==> config.mk <==
export PLATFORM = sky130hd
export DESIGN_NAME = xba_host_flat
export DESIGN_NICKNAME = d
export VERILOG_FILES = /design/src/inc/xba_pkg.sv /design/src/inc/xba_if.sv /design/src/design/xba_host.sv /design/src/flat_wrapper.sv
export SDC_FILE = /design/constraint.sdc
export NUM_CORES = 1
export LEC_CHECK = 0
export ABC_AREA = 1
export BUFFER_PORTS_ARGS = -buffer_cell sky130_fd_sc_hd__buf_4
export CAP_MARGIN = 40
export CELL_PAD_IN_SITES_DETAIL_PLACEMENT = 2
export CELL_PAD_IN_SITES_GLOBAL_PLACEMENT = 2
export CORE_MARGIN = 3
export CORE_UTILIZATION = 28
export CTS_CLUSTER_SIZE = 20
export DETAILED_ROUTE_END_ITERATION = 12
export PLACE_DENSITY = 0.85
export SKIP_CTS_REPAIR_TIMING = 1
export SYNTH_ARGS = -nofsm -noshare
export SYNTH_HDL_FRONTEND = slang
export SYNTH_SLANG_ARGS = --single-unit
==> constraint.sdc <==
create_clock -name core_clk -period 13.3 [get_ports core_clk]
set_input_delay 1.33 -clock core_clk [delete_from_list [all_inputs] [get_ports core_clk]]
set_output_delay 1.33 -clock core_clk [all_outputs]
set_load 0.01 [all_outputs]
==> src/inc/xba_pkg.sv <==
// package for the expansion bus host attachment: address map, slot paging, ids, irq map.
// assumes a single 25 MHz clock and a synchronous active-low reset shared by both ends.
// What this block does
// - rotate dma grants, favour channels five to seven
// - lines 0-2, 8, 13 reserved; cards never drive
// - cards use 3-7, 9-12, 14, 15 lines
// - all card interrupts merge into one output
// - carry byte, halfword and word transfers
// - decode two ranges into io or memory cycles
// - io space paged 4 KB per slot
// - never grant or hold a locked cycle
// - bus data little-endian, host big-endian
// - card shows four-byte id at sC80-sC83
// - slot one id read is one word at 1C80
// - first two id bytes hold maker code
// - letter minus 40 hex, keep five bits
// - code is zero then three letters, first highest
package xba_pkg;
   localparam logic [31:0] IO_BASE = 32'h0000_0000;
   localparam logic [31:0] IO_LIMIT = 32'h0004_FFFF;
   localparam logic [31:0] MEM_BASE = 32'h000A_0000;
   localparam logic [31:0] MEM_LIMIT = 32'h06FF_FFFF;
   localparam int PAGE_BITS = 12;
   localparam logic [11:0] ID_OFFSET = 12'hC80;
   localparam logic [15:0] SLOT1_ID_ADDR = 16'h1C80;
   localparam logic [7:0] ASCII_BIAS = 8'h40;
   localparam logic [15:0] IRQ_CARD_MASK = 16'hDEF8;
   localparam logic [7:0] DMA_LOW_MASK = 8'h0F;
   localparam logic [7:0] DMA_HIGH_MASK = 8'hE0;
   localparam logic [1:0] HIGH_TURNS = 2'h2;
   typedef enum logic [1:0] {XBA_SZ_8 = 2'h0, XBA_SZ_16 = 2'h1, XBA_SZ_32 = 2'h2} xba_size_t;
   typedef enum logic [1:0] {XBA_CYC_NONE = 2'h0, XBA_CYC_IO = 2'h1, XBA_CYC_MEM = 2'h2} xba_cyc_t;

   function automatic logic [4:0] xba_letter(input logic [7:0] ascii);
      logic [7:0] diff;
      diff = ascii - ASCII_BIAS;
      return diff[4:0];
   endfunction : xba_letter

   function automatic logic [15:0] xba_maker(input logic [7:0] a, input logic [7:0] b, input logic [7:0] c);
      return {1'b0, xba_letter(a), xba_letter(b), xba_letter(c)};
   endfunction : xba_maker

   function automatic logic [31:0] xba_swap(input logic [31:0] w);
      return {w[7:0], w[15:8], w[23:16], w[31:24]};
   endfunction : xba_swap
endpackage : xba_pkg

==> src/inc/xba_if.sv <==
// link between host attachment and card end: cycle strobe, data, dma and irq lines.
// assumes both ends share core_clk and rst_n.
`timescale 1ns/1ps
interface xba_if;
   import xba_pkg::*;
   logic cyc;
   xba_cyc_t kind;
   logic wr;
   logic [31:0] addr;
   logic [3:0] be;
   logic [31:0] wdata;
   logic [31:0] rdata;
   logic ack;
   logic [7:0] dreq;
   logic [7:0] dack;
   logic [15:0] irq;
   logic lock_req;
   logic lock_gnt;
   modport host (output cyc, kind, wr, addr, be, wdata, dack, lock_gnt,
                 input rdata, ack, dreq, irq, lock_req);
   modport card (input cyc, kind, wr, addr, be, wdata, dack, lock_gnt,
                 output rdata, ack, dreq, irq, lock_req);
endinterface : xba_if

==> src/design/xba_host.sv <==
// host end: decodes host accesses into bus io or memory cycles, arbitrates dma, merges irqs.
// assumes host_req is held until host_done; host data is big-endian.
`timescale 1ns/1ps
module xba_host
   import xba_pkg::*;
#(
   parameter int TIMEOUT = 255
) (
   input wire logic core_clk,
   input wire logic rst_n,
   xba_if.host bus,
   input wire logic host_req,
   input wire logic host_wr,
   input wire logic [31:0] host_addr,
   input wire xba_size_t host_size,
   input wire logic [31:0] host_wdata,
   output logic host_done,
   output logic host_err,
   output logic [31:0] host_rdata,
   output logic host_irq,
   output logic [7:0] dma_grant
);
   typedef enum logic [2:0] {XBA_IDLE = 3'b001, XBA_WAIT = 3'b010, XBA_DONE = 3'b100} xba_state_t;
   xba_state_t state_q, state_d;
   logic cyc_q, cyc_d, wr_q, wr_d, done_q, done_d, err_q, err_d, irq_q, irq_d;
   xba_cyc_t kind_q, kind_d;
   logic [31:0] addr_q, addr_d, wdata_q, wdata_d, rdata_q, rdata_d;
   logic [3:0] be_q, be_d;
   logic [7:0] cnt_q, cnt_d, gnt_q, gnt_d;
   logic [2:0] rot_lo_q, rot_lo_d, rot_hi_q, rot_hi_d;
   logic [1:0] turn_q, turn_d;
   xba_cyc_t dec;
   logic [31:0] lanes;

   function automatic logic [3:0] size_be(input xba_size_t s, input logic [1:0] a);
      case (s)
         XBA_SZ_8: return 4'h1 << a;
         XBA_SZ_16: return a[1] ? 4'hC : 4'h3;
         default: return 4'hF;
      endcase
   endfunction : size_be

   // pick first requester at or after the rotating pointer inside a group
   function automatic logic [7:0] rr_pick(input logic [7:0] req, input logic [2:0] ptr);
      logic [7:0] g;
      logic [2:0] idx;
      g = 8'h00;
      for (int i = 0; i < 8; i++) begin
         idx = 3'(ptr + 3'(i));
         if (g == 8'h00 && req[idx]) begin
            g[idx] = 1'b1;
         end
      end
      return g;
   endfunction : rr_pick

   function automatic logic [2:0] enc(input logic [7:0] g);
      logic [2:0] r;
      r = 3'h0;
      for (int i = 0; i < 8; i++) begin
         if (g[i]) begin
            r = 3'(i);
         end
      end
      return r;
   endfunction : enc

   always_comb begin
      if (host_addr >= MEM_BASE && host_addr <= MEM_LIMIT) begin
         dec = XBA_CYC_MEM;
      end else if (host_addr <= IO_LIMIT) begin
         dec = XBA_CYC_IO;
      end else begin
         dec = XBA_CYC_NONE;
      end
   end

   // big-endian host word to little-endian bus word, for every width
   assign lanes = xba_swap(host_wdata);

   always_comb begin
      state_d = state_q;
      cyc_d = cyc_q;
      kind_d = kind_q;
      wr_d = wr_q;
      addr_d = addr_q;
      be_d = be_q;
      wdata_d = wdata_q;
      rdata_d = rdata_q;
      done_d = 1'b0;
      err_d = 1'b0;
      cnt_d = cnt_q;
      case (state_q)
         XBA_IDLE: begin
            if (host_req && dec == XBA_CYC_NONE) begin
               done_d = 1'b1;
               err_d = 1'b1;
               state_d = XBA_DONE;
            end else if (host_req) begin
               cyc_d = 1'b1;
               kind_d = dec;
               wr_d = host_wr;
               // io page and offset go out as a bus address; slot 1 id at 1C80 is one word
               addr_d = dec == XBA_CYC_IO ? {16'h0000, host_addr[19:16] , host_addr[PAGE_BITS-1:0]}
                                          : host_addr;
               be_d = size_be(host_size, host_addr[1:0]);
               wdata_d = lanes;
               cnt_d = 8'h00;
               state_d = XBA_WAIT;
            end
         end
         XBA_WAIT: begin
            cnt_d = 8'(cnt_q + 8'h01);
            if (bus.ack) begin
               cyc_d = 1'b0;
               rdata_d = xba_swap(bus.rdata);
               done_d = 1'b1;
               state_d = XBA_DONE;
            end else if (cnt_q == 8'(TIMEOUT)) begin
               cyc_d = 1'b0;
               done_d = 1'b1;
               err_d = 1'b1;
               state_d = XBA_DONE;
            end
         end
         XBA_DONE: begin
            if (!host_req) begin
               state_d = XBA_IDLE;
            end
         end
         default: state_d = XBA_IDLE;
      endcase
   end

   always_comb begin
      logic [7:0] lo, hi;
      lo = rr_pick(bus.dreq & DMA_LOW_MASK, rot_lo_q);
      hi = rr_pick(bus.dreq & DMA_HIGH_MASK, rot_hi_q);
      gnt_d = 8'h00;
      rot_lo_d = rot_lo_q;
      rot_hi_d = rot_hi_q;
      turn_d = turn_q;
      // high group gets HIGH_TURNS grants per low-group grant
      if (hi != 8'h00 && (turn_q != 2'h0 || lo == 8'h00)) begin
         gnt_d = hi;
         rot_hi_d = enc(hi) == 3'h7 ? 3'h5 : 3'(enc(hi) + 3'h1);
         turn_d = turn_q == 2'h0 ? 2'h0 : 2'(turn_q - 2'h1);
      end else if (lo != 8'h00) begin
         gnt_d = lo;
         rot_lo_d = 3'(enc(lo) + 3'h1) & 3'h3;
         turn_d = HIGH_TURNS;
      end
      irq_d = |(bus.irq & IRQ_CARD_MASK);
   end

   always_ff @(posedge core_clk) begin
      if (!rst_n) begin
         state_q <= XBA_IDLE;
         cyc_q <= 1'b0;
         kind_q <= XBA_CYC_NONE;
         wr_q <= 1'b0;
         addr_q <= 32'h0000_0000;
         be_q <= 4'h0;
         wdata_q <= 32'h0000_0000;
         rdata_q <= 32'h0000_0000;
         done_q <= 1'b0;
         err_q <= 1'b0;
         cnt_q <= 8'h00;
         gnt_q <= 8'h00;
         rot_lo_q <= 3'h0;
         rot_hi_q <= 3'h5;
         turn_q <= HIGH_TURNS;
         irq_q <= 1'b0;
      end else begin
         state_q <= state_d;
         cyc_q <= cyc_d;
         kind_q <= kind_d;
         wr_q <= wr_d;
         addr_q <= addr_d;
         be_q <= be_d;
         wdata_q <= wdata_d;
         rdata_q <= rdata_d;
         done_q <= done_d;
         err_q <= err_d;
         cnt_q <= cnt_d;
         gnt_q <= gnt_d;
         rot_lo_q <= rot_lo_d;
         rot_hi_q <= rot_hi_d;
         turn_q <= turn_d;
         irq_q <= irq_d;
      end
   end

   assign bus.cyc = cyc_q;
   assign bus.kind = kind_q;
   assign bus.wr = wr_q;
   assign bus.addr = addr_q;
   assign bus.be = be_q;
   assign bus.wdata = wdata_q;
   assign bus.dack = gnt_q;
   assign bus.lock_gnt = 1'b0;
   assign host_done = done_q;
   assign host_err = err_q;
   assign host_rdata = rdata_q;
   assign host_irq = irq_q;
   assign dma_grant = gnt_q;
endmodule : xba_host

==> src/flat_wrapper.sv <==
// flat-port wrapper written by rule: the top's interface ports become plain ports
module xba_host_flat import xba_pkg::*;
#(
   parameter int TIMEOUT = 255
)
  (core_clk, rst_n, host_req, host_wr, host_addr, host_size, host_wdata, host_done, host_err, host_rdata, host_irq, dma_grant, bus_cyc, bus_kind, bus_wr, bus_addr, bus_be, bus_wdata, bus_dack, bus_lock_gnt, bus_rdata, bus_ack, bus_dreq, bus_irq, bus_lock_req);
  xba_if bus_i ();
  input wire logic core_clk;
  input wire logic rst_n;
  input wire logic host_req;
  input wire logic host_wr;
  input wire logic [31:0] host_addr;
  input wire xba_size_t host_size;
  input wire logic [31:0] host_wdata;
  output logic host_done;
  output logic host_err;
  output logic [31:0] host_rdata;
  output logic host_irq;
  output logic [7:0] dma_grant;
  output wire logic [$bits(bus_i.cyc)-1:0] bus_cyc;
  output wire logic [$bits(bus_i.kind)-1:0] bus_kind;
  output wire logic [$bits(bus_i.wr)-1:0] bus_wr;
  output wire logic [$bits(bus_i.addr)-1:0] bus_addr;
  output wire logic [$bits(bus_i.be)-1:0] bus_be;
  output wire logic [$bits(bus_i.wdata)-1:0] bus_wdata;
  output wire logic [$bits(bus_i.dack)-1:0] bus_dack;
  output wire logic [$bits(bus_i.lock_gnt)-1:0] bus_lock_gnt;
  input wire logic [$bits(bus_i.rdata)-1:0] bus_rdata;
  input wire logic [$bits(bus_i.ack)-1:0] bus_ack;
  input wire logic [$bits(bus_i.dreq)-1:0] bus_dreq;
  input wire logic [$bits(bus_i.irq)-1:0] bus_irq;
  input wire logic [$bits(bus_i.lock_req)-1:0] bus_lock_req;
  assign bus_cyc = bus_i.cyc;
  assign bus_kind = bus_i.kind;
  assign bus_wr = bus_i.wr;
  assign bus_addr = bus_i.addr;
  assign bus_be = bus_i.be;
  assign bus_wdata = bus_i.wdata;
  assign bus_dack = bus_i.dack;
  assign bus_lock_gnt = bus_i.lock_gnt;
  assign bus_i.rdata = bus_rdata;
  assign bus_i.ack = bus_ack;
  assign bus_i.dreq = bus_dreq;
  assign bus_i.irq = bus_irq;
  assign bus_i.lock_req = bus_lock_req;
  xba_host #(.TIMEOUT(TIMEOUT)) u_core (.core_clk(core_clk), .rst_n(rst_n), .bus(bus_i), .host_req(host_req), .host_wr(host_wr), .host_addr(host_addr), .host_size(host_size), .host_wdata(host_wdata), .host_done(host_done), .host_err(host_err), .host_rdata(host_rdata), .host_irq(host_irq), .dma_grant(dma_grant));
endmodule
Yosys cells after proc, flatten, opt, wreduce, memory -nomap -nowiden
Cells that the tools add are included.
Word-level totals
  output and inout port bits: 124
  logic and storage cells: 290
  register bits: 133
Cells by class
  reduce and logical (&&, ||, !) cells: 64
  shifts and indexed selects: 1
  $lt $le $gt $ge: 35
  bitwise logic cells: 16
  eq/ne operators: 12
  muxes and demuxes: 128
  add/sub/neg operators: 18
Operator list (count)
  8-bit two-way mux: 19
  8-bit logical NOT: 15
  8-bit bitwise OR: 13
  3-bit by 4-bit < comparator with 1-bit output, second input constant: 15
  1-bit binary-select mux with 3-bit select: 15
  1-bit demux with 3-bit select: 15
  3-bit by 1-bit greater-or-equal comparator with 1-bit output, second input constant: 15
  1-bit two-way mux: 43
  1-bit logical AND: 33
  3-bit two-way mux: 11
  32-bit by 20-bit greater-or-equal comparator with 1-bit output, second input constant: 1
  32-bit by 19-bit <= comparator with 1-bit output, second input constant: 1
  32-bit by 27-bit <= comparator with 1-bit output, second input constant: 1
  32-bit two-way mux: 1
  2-bit two-way mux: 14
  8-bit one-hot mux with 2 select lines: 1
  8-bit nonzero test: 2
  2-bit by 3-bit adder with 3-bit output, second input constant: 4
  3-bit adder, second input constant: 4
  11-bit OR reduction: 1
  3-bit one-hot mux with 3 select lines: 1
  3-bit AND reduction: 3
  8-bit by 1-bit adder with 8-bit output, second input constant: 1
  8-bit == test, second input constant: 1
  27 further kinds: 44

Depth between registers and ports, before layout
  word-level depth: 36
  depth in mapped cells: 43
  depth with buffers taken out: 42

Least setup slack after synthesis
OpenSTA, ideal clock, no wires.
  path type: in2reg
  from: in bus_dreq[7]
  to: reg u_core.rot_hi_q[1]
  cell stages on the path: 35
  setup time: 0.113 ns
  slack: 8.344 ns
  arrival: 4.843 ns
  data required time: 13.187 ns
  path through: nand2_1 nand3_2 nand2_2 nor2_2 nand2_1 nand2_1 nor3_4 nand2_2 o21ai_2 inv_2 nand2_1 nor2_1 nand3_2 nand2_2 nor3_4 nand2_2 o21ai_1 inv_2 nand2_2 nor2_2 nand3_1 nand2_2 nor3_4 nand2_2 o21ai_2 inv_1 nand2_2 nor2_1 nand3_1 nand2_1 nor2_1 nand2_1 ha_1 o21ai_1 nor2_1
Between the ends
  longest elaborated chain between the ends: 34
RTL lines
  start: declaration: line flat_wrapper.sv:30  | input wire logic [$bits(bus_i.dreq)-1:0] bus_dreq;
  1-bit binary-select mux with 3-bit select: line xba_host.sv:50  | if (g == 8'h00 && req[idx]) begin
  1-bit two-way mux (not written as such): line xba_host.sv:50
  8-bit two-way mux: line xba_host.sv:50
  8-bit logical NOT: line xba_host.sv:50
  1-bit logical AND: line xba_host.sv:50
  8-bit two-way mux: line xba_host.sv:50
  8-bit logical NOT: line xba_host.sv:50
  1-bit logical AND: line xba_host.sv:50
  (+14 left out)
  1-bit logical AND: line xba_host.sv:50
  8-bit two-way mux (*): line xba_host.sv:50
  1-bit two-way mux: line xba_host.sv:61  | if (g[i]) begin
  2-bit two-way mux (2 in a row): line xba_host.sv:61
  3-bit two-way mux (4 in a row): line xba_host.sv:61
  3-bit two-way mux: line xba_host.sv:144  | if (hi != 8'h00 && (turn_q != 2'h0 || lo == 8'h00)) begin
  3-bit by 1-bit adder with 3-bit output or 3-bit == test (tied branches): line xba_host.sv:146  | rot_hi_d = enc(hi) == 3'h7 ? 3'h5 : 3'(enc(hi) + 3'h1);
  3-bit two-way mux: line xba_host.sv:146
  end signal: assignment: line xba_host.sv:188  | rot_hi_q <= rot_hi_d;
  end: declaration: line xba_host.sv:30  | logic [2:0] rot_lo_q, rot_lo_d, rot_hi_q, rot_hi_d;
Every way passes the cells marked *; elsewhere a longest branch is shown, timed or not. The select of a mux whose other input is x is not followed.
A chain may end at the register's enable or synchronous reset.

Worst setup path after layout
  from: reg u_core.rot_hi_q[0]
  to: reg u_core.gnt_q[0] (netlist: u_core.bus.dack[0])
Between the ends
  longest elaborated chain between the ends: 29
RTL lines
  branches (longest 25 deep; another with 3-bit by 4-bit < comparator with 1-bit output)
  8-bit two-way mux (*): line xba_host.sv:50
  8-bit nonzero test: line xba_host.sv:144
  1-bit logical AND: line xba_host.sv:144
  8-bit two-way mux (*): line xba_host.sv:144
  end signal: assignment: line xba_host.sv:186  | gnt_q <= gnt_d;
  end: declaration: line xba_host.sv:29  | logic [7:0] cnt_q, cnt_d, gnt_q, gnt_d;
Every way passes the cells marked *. The select of a mux whose other input is x is not followed.

==> results by group <==
Outcome
  • Status: finished clean

Timing
  • Slew HR: 49.4%
  • Least-Margin Pin Slew: around 0.76 ns
  • Setup TNS: 0 ns
  • FMAX: between 0.15 and 0.2 GHz
  • Fin crit share: 46.7%
  • Min cycle time layout: 6.22 ns
  • Final count of negative-setup-slack endpoints: 0
  • Worst Slack Setup Final: 7.08 ns
  • Final hold vios: 0
  • Unrepaired setup endpoints after global routing: no
  • Setup skew after layout: 0.0145 ns
  • Final Max Tran Viols: 0

Floorplanning
  • Placement row count: 56
  • I/O pin count: 252
  • Initial Util: 29.0%
  • Die Wd: between 150 and 200 um
  • Die height: approximately 160 um
  • Die area: 26,600 um2
  • CORE AREA: 23,800 um2

Global routing
  • Global-route wire length before repair: 44,800 um
  • Largest net degree at the start of global routing: 74
  • Grt ovf: 0
  • GRT Util Overall: 20.8%
  • Vias in the first global route: 8,451
  • Initial antenna violation count: 0

Route
  • DRC: 0
  • Via/cell ratio: 4.85
  • Routed Antenna Nets: 0
  • WL final: roughly 28,000 um
  • WL per Instance: 17.4 um
  • TritonRoute pass-1 iters: 4
  • Drt initial violations: 307
  • Via count: 7,706

Placement
  • IO buf count: 243
  • Placed Area: 8950 um2
  • Post-DP HPWL: approximately 21,000 um
  • Placer Congestion: ~0.84
  • Pre-CTS setup slack: 7.15 ns

Synth
  • Ys flop type: dfxtp_1
  • Number of synthesized register bits: 133
  • Synth top area share: 38.6%
  • Seq/Total Area, Yosys: 38.6%
  • Post-Syn Nets: between 1,000 and 1,500
  • Ys async rst share: 0%
  • Synth Cell Area: 6900 um2
  • Synth cell types: 40
  • Cell type with the largest total area after synthesis: dfxtp_1
  • Most frequent cell after synthesis: nand2_1
  • Top post-synthesis cells by count: nand2_1 (198), nor2_1 (191), dfxtp_1 (133), inv_1 (104), nand3_1 (96)
  • Synth warnings: 0
  • Area contributors post-synth: dfxtp_1 (39%), nand2_1 (11%), nor2_1 (10%)
  • Post-Synthesis Cells: 1,041
  • Syn_area_per_cell: 6.63 um2
  • Number of synthesized flops with an enable pin: 0

Clocking
  • Clock sink count: 133
  • Num CTS Buffers: 17
  • CTS tree: yes
  • Worst-path clk slew: about 0.070 ns
  • # H-tree levels: 4
  • Clk root buf: clkbuf_16
  • Worst skew pair latency: 0.42 ns
  • Clk buf depth: 2

Setup path
  • CP Max Fanout: 19
  • Worst r2r dst: u_core.bus.dack[0]
  • Crit path capture type: flip-flop
  • Reg2Reg Depth: 38
  • Setup crit start: u_core.rot_hi_q[0]
  • Slowest-stage cell, CP: dfxtp_1
  • R2r startpoint: u_core.rot_hi_q[0]
  • CP peak stage delay: 0.81 ns
  • Data required, critical path: 13.61 ns
  • FF-to-FF setup slack: 7.08 ns
  • Setup CP Type: reg2reg
  • Critical Path AT: 6.53 ns
  • CP Launch Type: flip-flop
  • CP endpoint: u_core.bus.dack[0]

Finish
  • Area growth from synthesis to layout: 38.7%
  • Util after Layout: 40.2%
  • Fin nets: 1,400
  • N_diodes: 0
  • Fin area: 9580 um2
  • Share of layout cells above drive strength 1: between 20% and 30%

Hold path
  • Hold Crit Class: reg2reg

Power
  • Overall power: 1840 uW
  • Leak pwr: 0.00454 uW
  • VDD IR-drop max: 82.7 uV
  • Pwr dens: a little under 200 nW/um2

Job
  • Maximum Capacitance Violations: 0
[cell families (layout without fill, tap and decap cells)]
group                    after synthesis  after routing  synth area share (%)
flip-flops                           133            133                  38.6
AO/OA/AOI/OAI                        175            175                  13.7
XOR/XNOR                               1              1                 0.127
other                                  1              1                0.0543
AND/OR/NAND/NOR                      552            552                  34.8
buffers and inverters                164            393                  9.99
adder cells (fa/ha/maj)               15             15                  2.72
[through the flow]
step / std cells / hold WS [ns]
4_1_cts: 1589 / 0.440
2_1_floorplan: 1041 / 0.453
5_1_grt: 1589 / 0.456
3_5_place_dp: 1557 / 0.424
6_report: 1589 / 0.432
3_3_place_gp: 1555 / 0.417
[routing by layer]
layer | GRT usage [%] | routed length (um) | vias up
li1 | - | - | 3781
met1 | 23.3 | 11100 | 3736
met2 | 38.3 | 14300 | 157
met3 | 6.06 | 1610 | 32
met4 | 5.96 | 563 | 0
met5 | 0 | 0 | -
[state kept, by name, indices dropped and copies added, names as in the netlist, 3 cells and up]
signal / count
u_core.bus.wdata: 32
u_core.bus.be: 4
u_core.rot_hi_q: 3
u_core.host_rdata: 32
u_core.state_q: 3
u_core.bus.addr: 32
u_core.cnt_q: 8
u_core.bus.dack: 8
[how the worst min path moves through the flow]
stage / startpoint / to / slack (ns) / cells past startpoint
2_1_floorplan: u_core.bus.addr[27] / u_core.bus.addr[27] / 0.45 / 2
3_3_place_gp: u_core.bus.addr[27] / u_core.bus.addr[27] / 0.42 / 2
3_5_place_dp: u_core.bus.addr[28] / u_core.bus.addr[28] / 0.42 / 2
4_1_cts: u_core.bus.addr[30] / u_core.bus.addr[30] / 0.44 / 2
5_1_grt: u_core.bus.addr[27] / u_core.bus.addr[27] / 0.46 / 2
6_report: u_core.bus.addr[27] / u_core.bus.addr[27] / 0.43 / 2
[where the power goes]
part / leakage [uW] / internal (uW) / total, uW / switching, uW
clock network: 0.000310 / 290 / 506 / 216
logic: 0.00315 / 286 / 892 / 606
registers: 0.00108 / 420 / 446 / 26.3
total: 0.00454 / 995 / 1840 / 849
[cell type report]
class,instances,area (um2)
repair buffers,249,1900
clock inverters,15,204
well taps,319,399
fillers,2916,14200
flip-flops and latches,133,2660
clock buffers,17,425
multi-input cells,744,3560
inverters,112,423
[placed cells by master (no fill, tap or decap), types with 3 or more instances in the layout]
master	n
nor3_4	3
dfxtp_1	133
nand2_2	11
inv_1	103
inv_6	4
inv_8	6
o31ai_1	3
or2_2	3
inv_2	8
clkbuf_16	17
nand3b_1	8
nand4_1	12
ha_1	15
nor3_1	14
o21bai_1	3
o21ai_2	4
o21ai_1	21
nand2_1	197
nor2_1	191
a31oi_1	8
a21oi_1	55
nand3_2	5
nor2_2	8
o21ai_0	72
a21oi_2	3
buf_4	247
nand3_1	96
[worst max-delay path: cells and delay by family, from the launching register on]
kind | cells | cell delay (ns)
AO/OA/AOI/OAI | 3 | 0.55
AND/OR/NAND/NOR | 28 | 3.54
buffers and inverters | 6 | 0.76
flip-flops | 1 | 0.81
adder cells (fa/ha/maj) | 1 | 0.47
(Power assumes the default switching activity.)
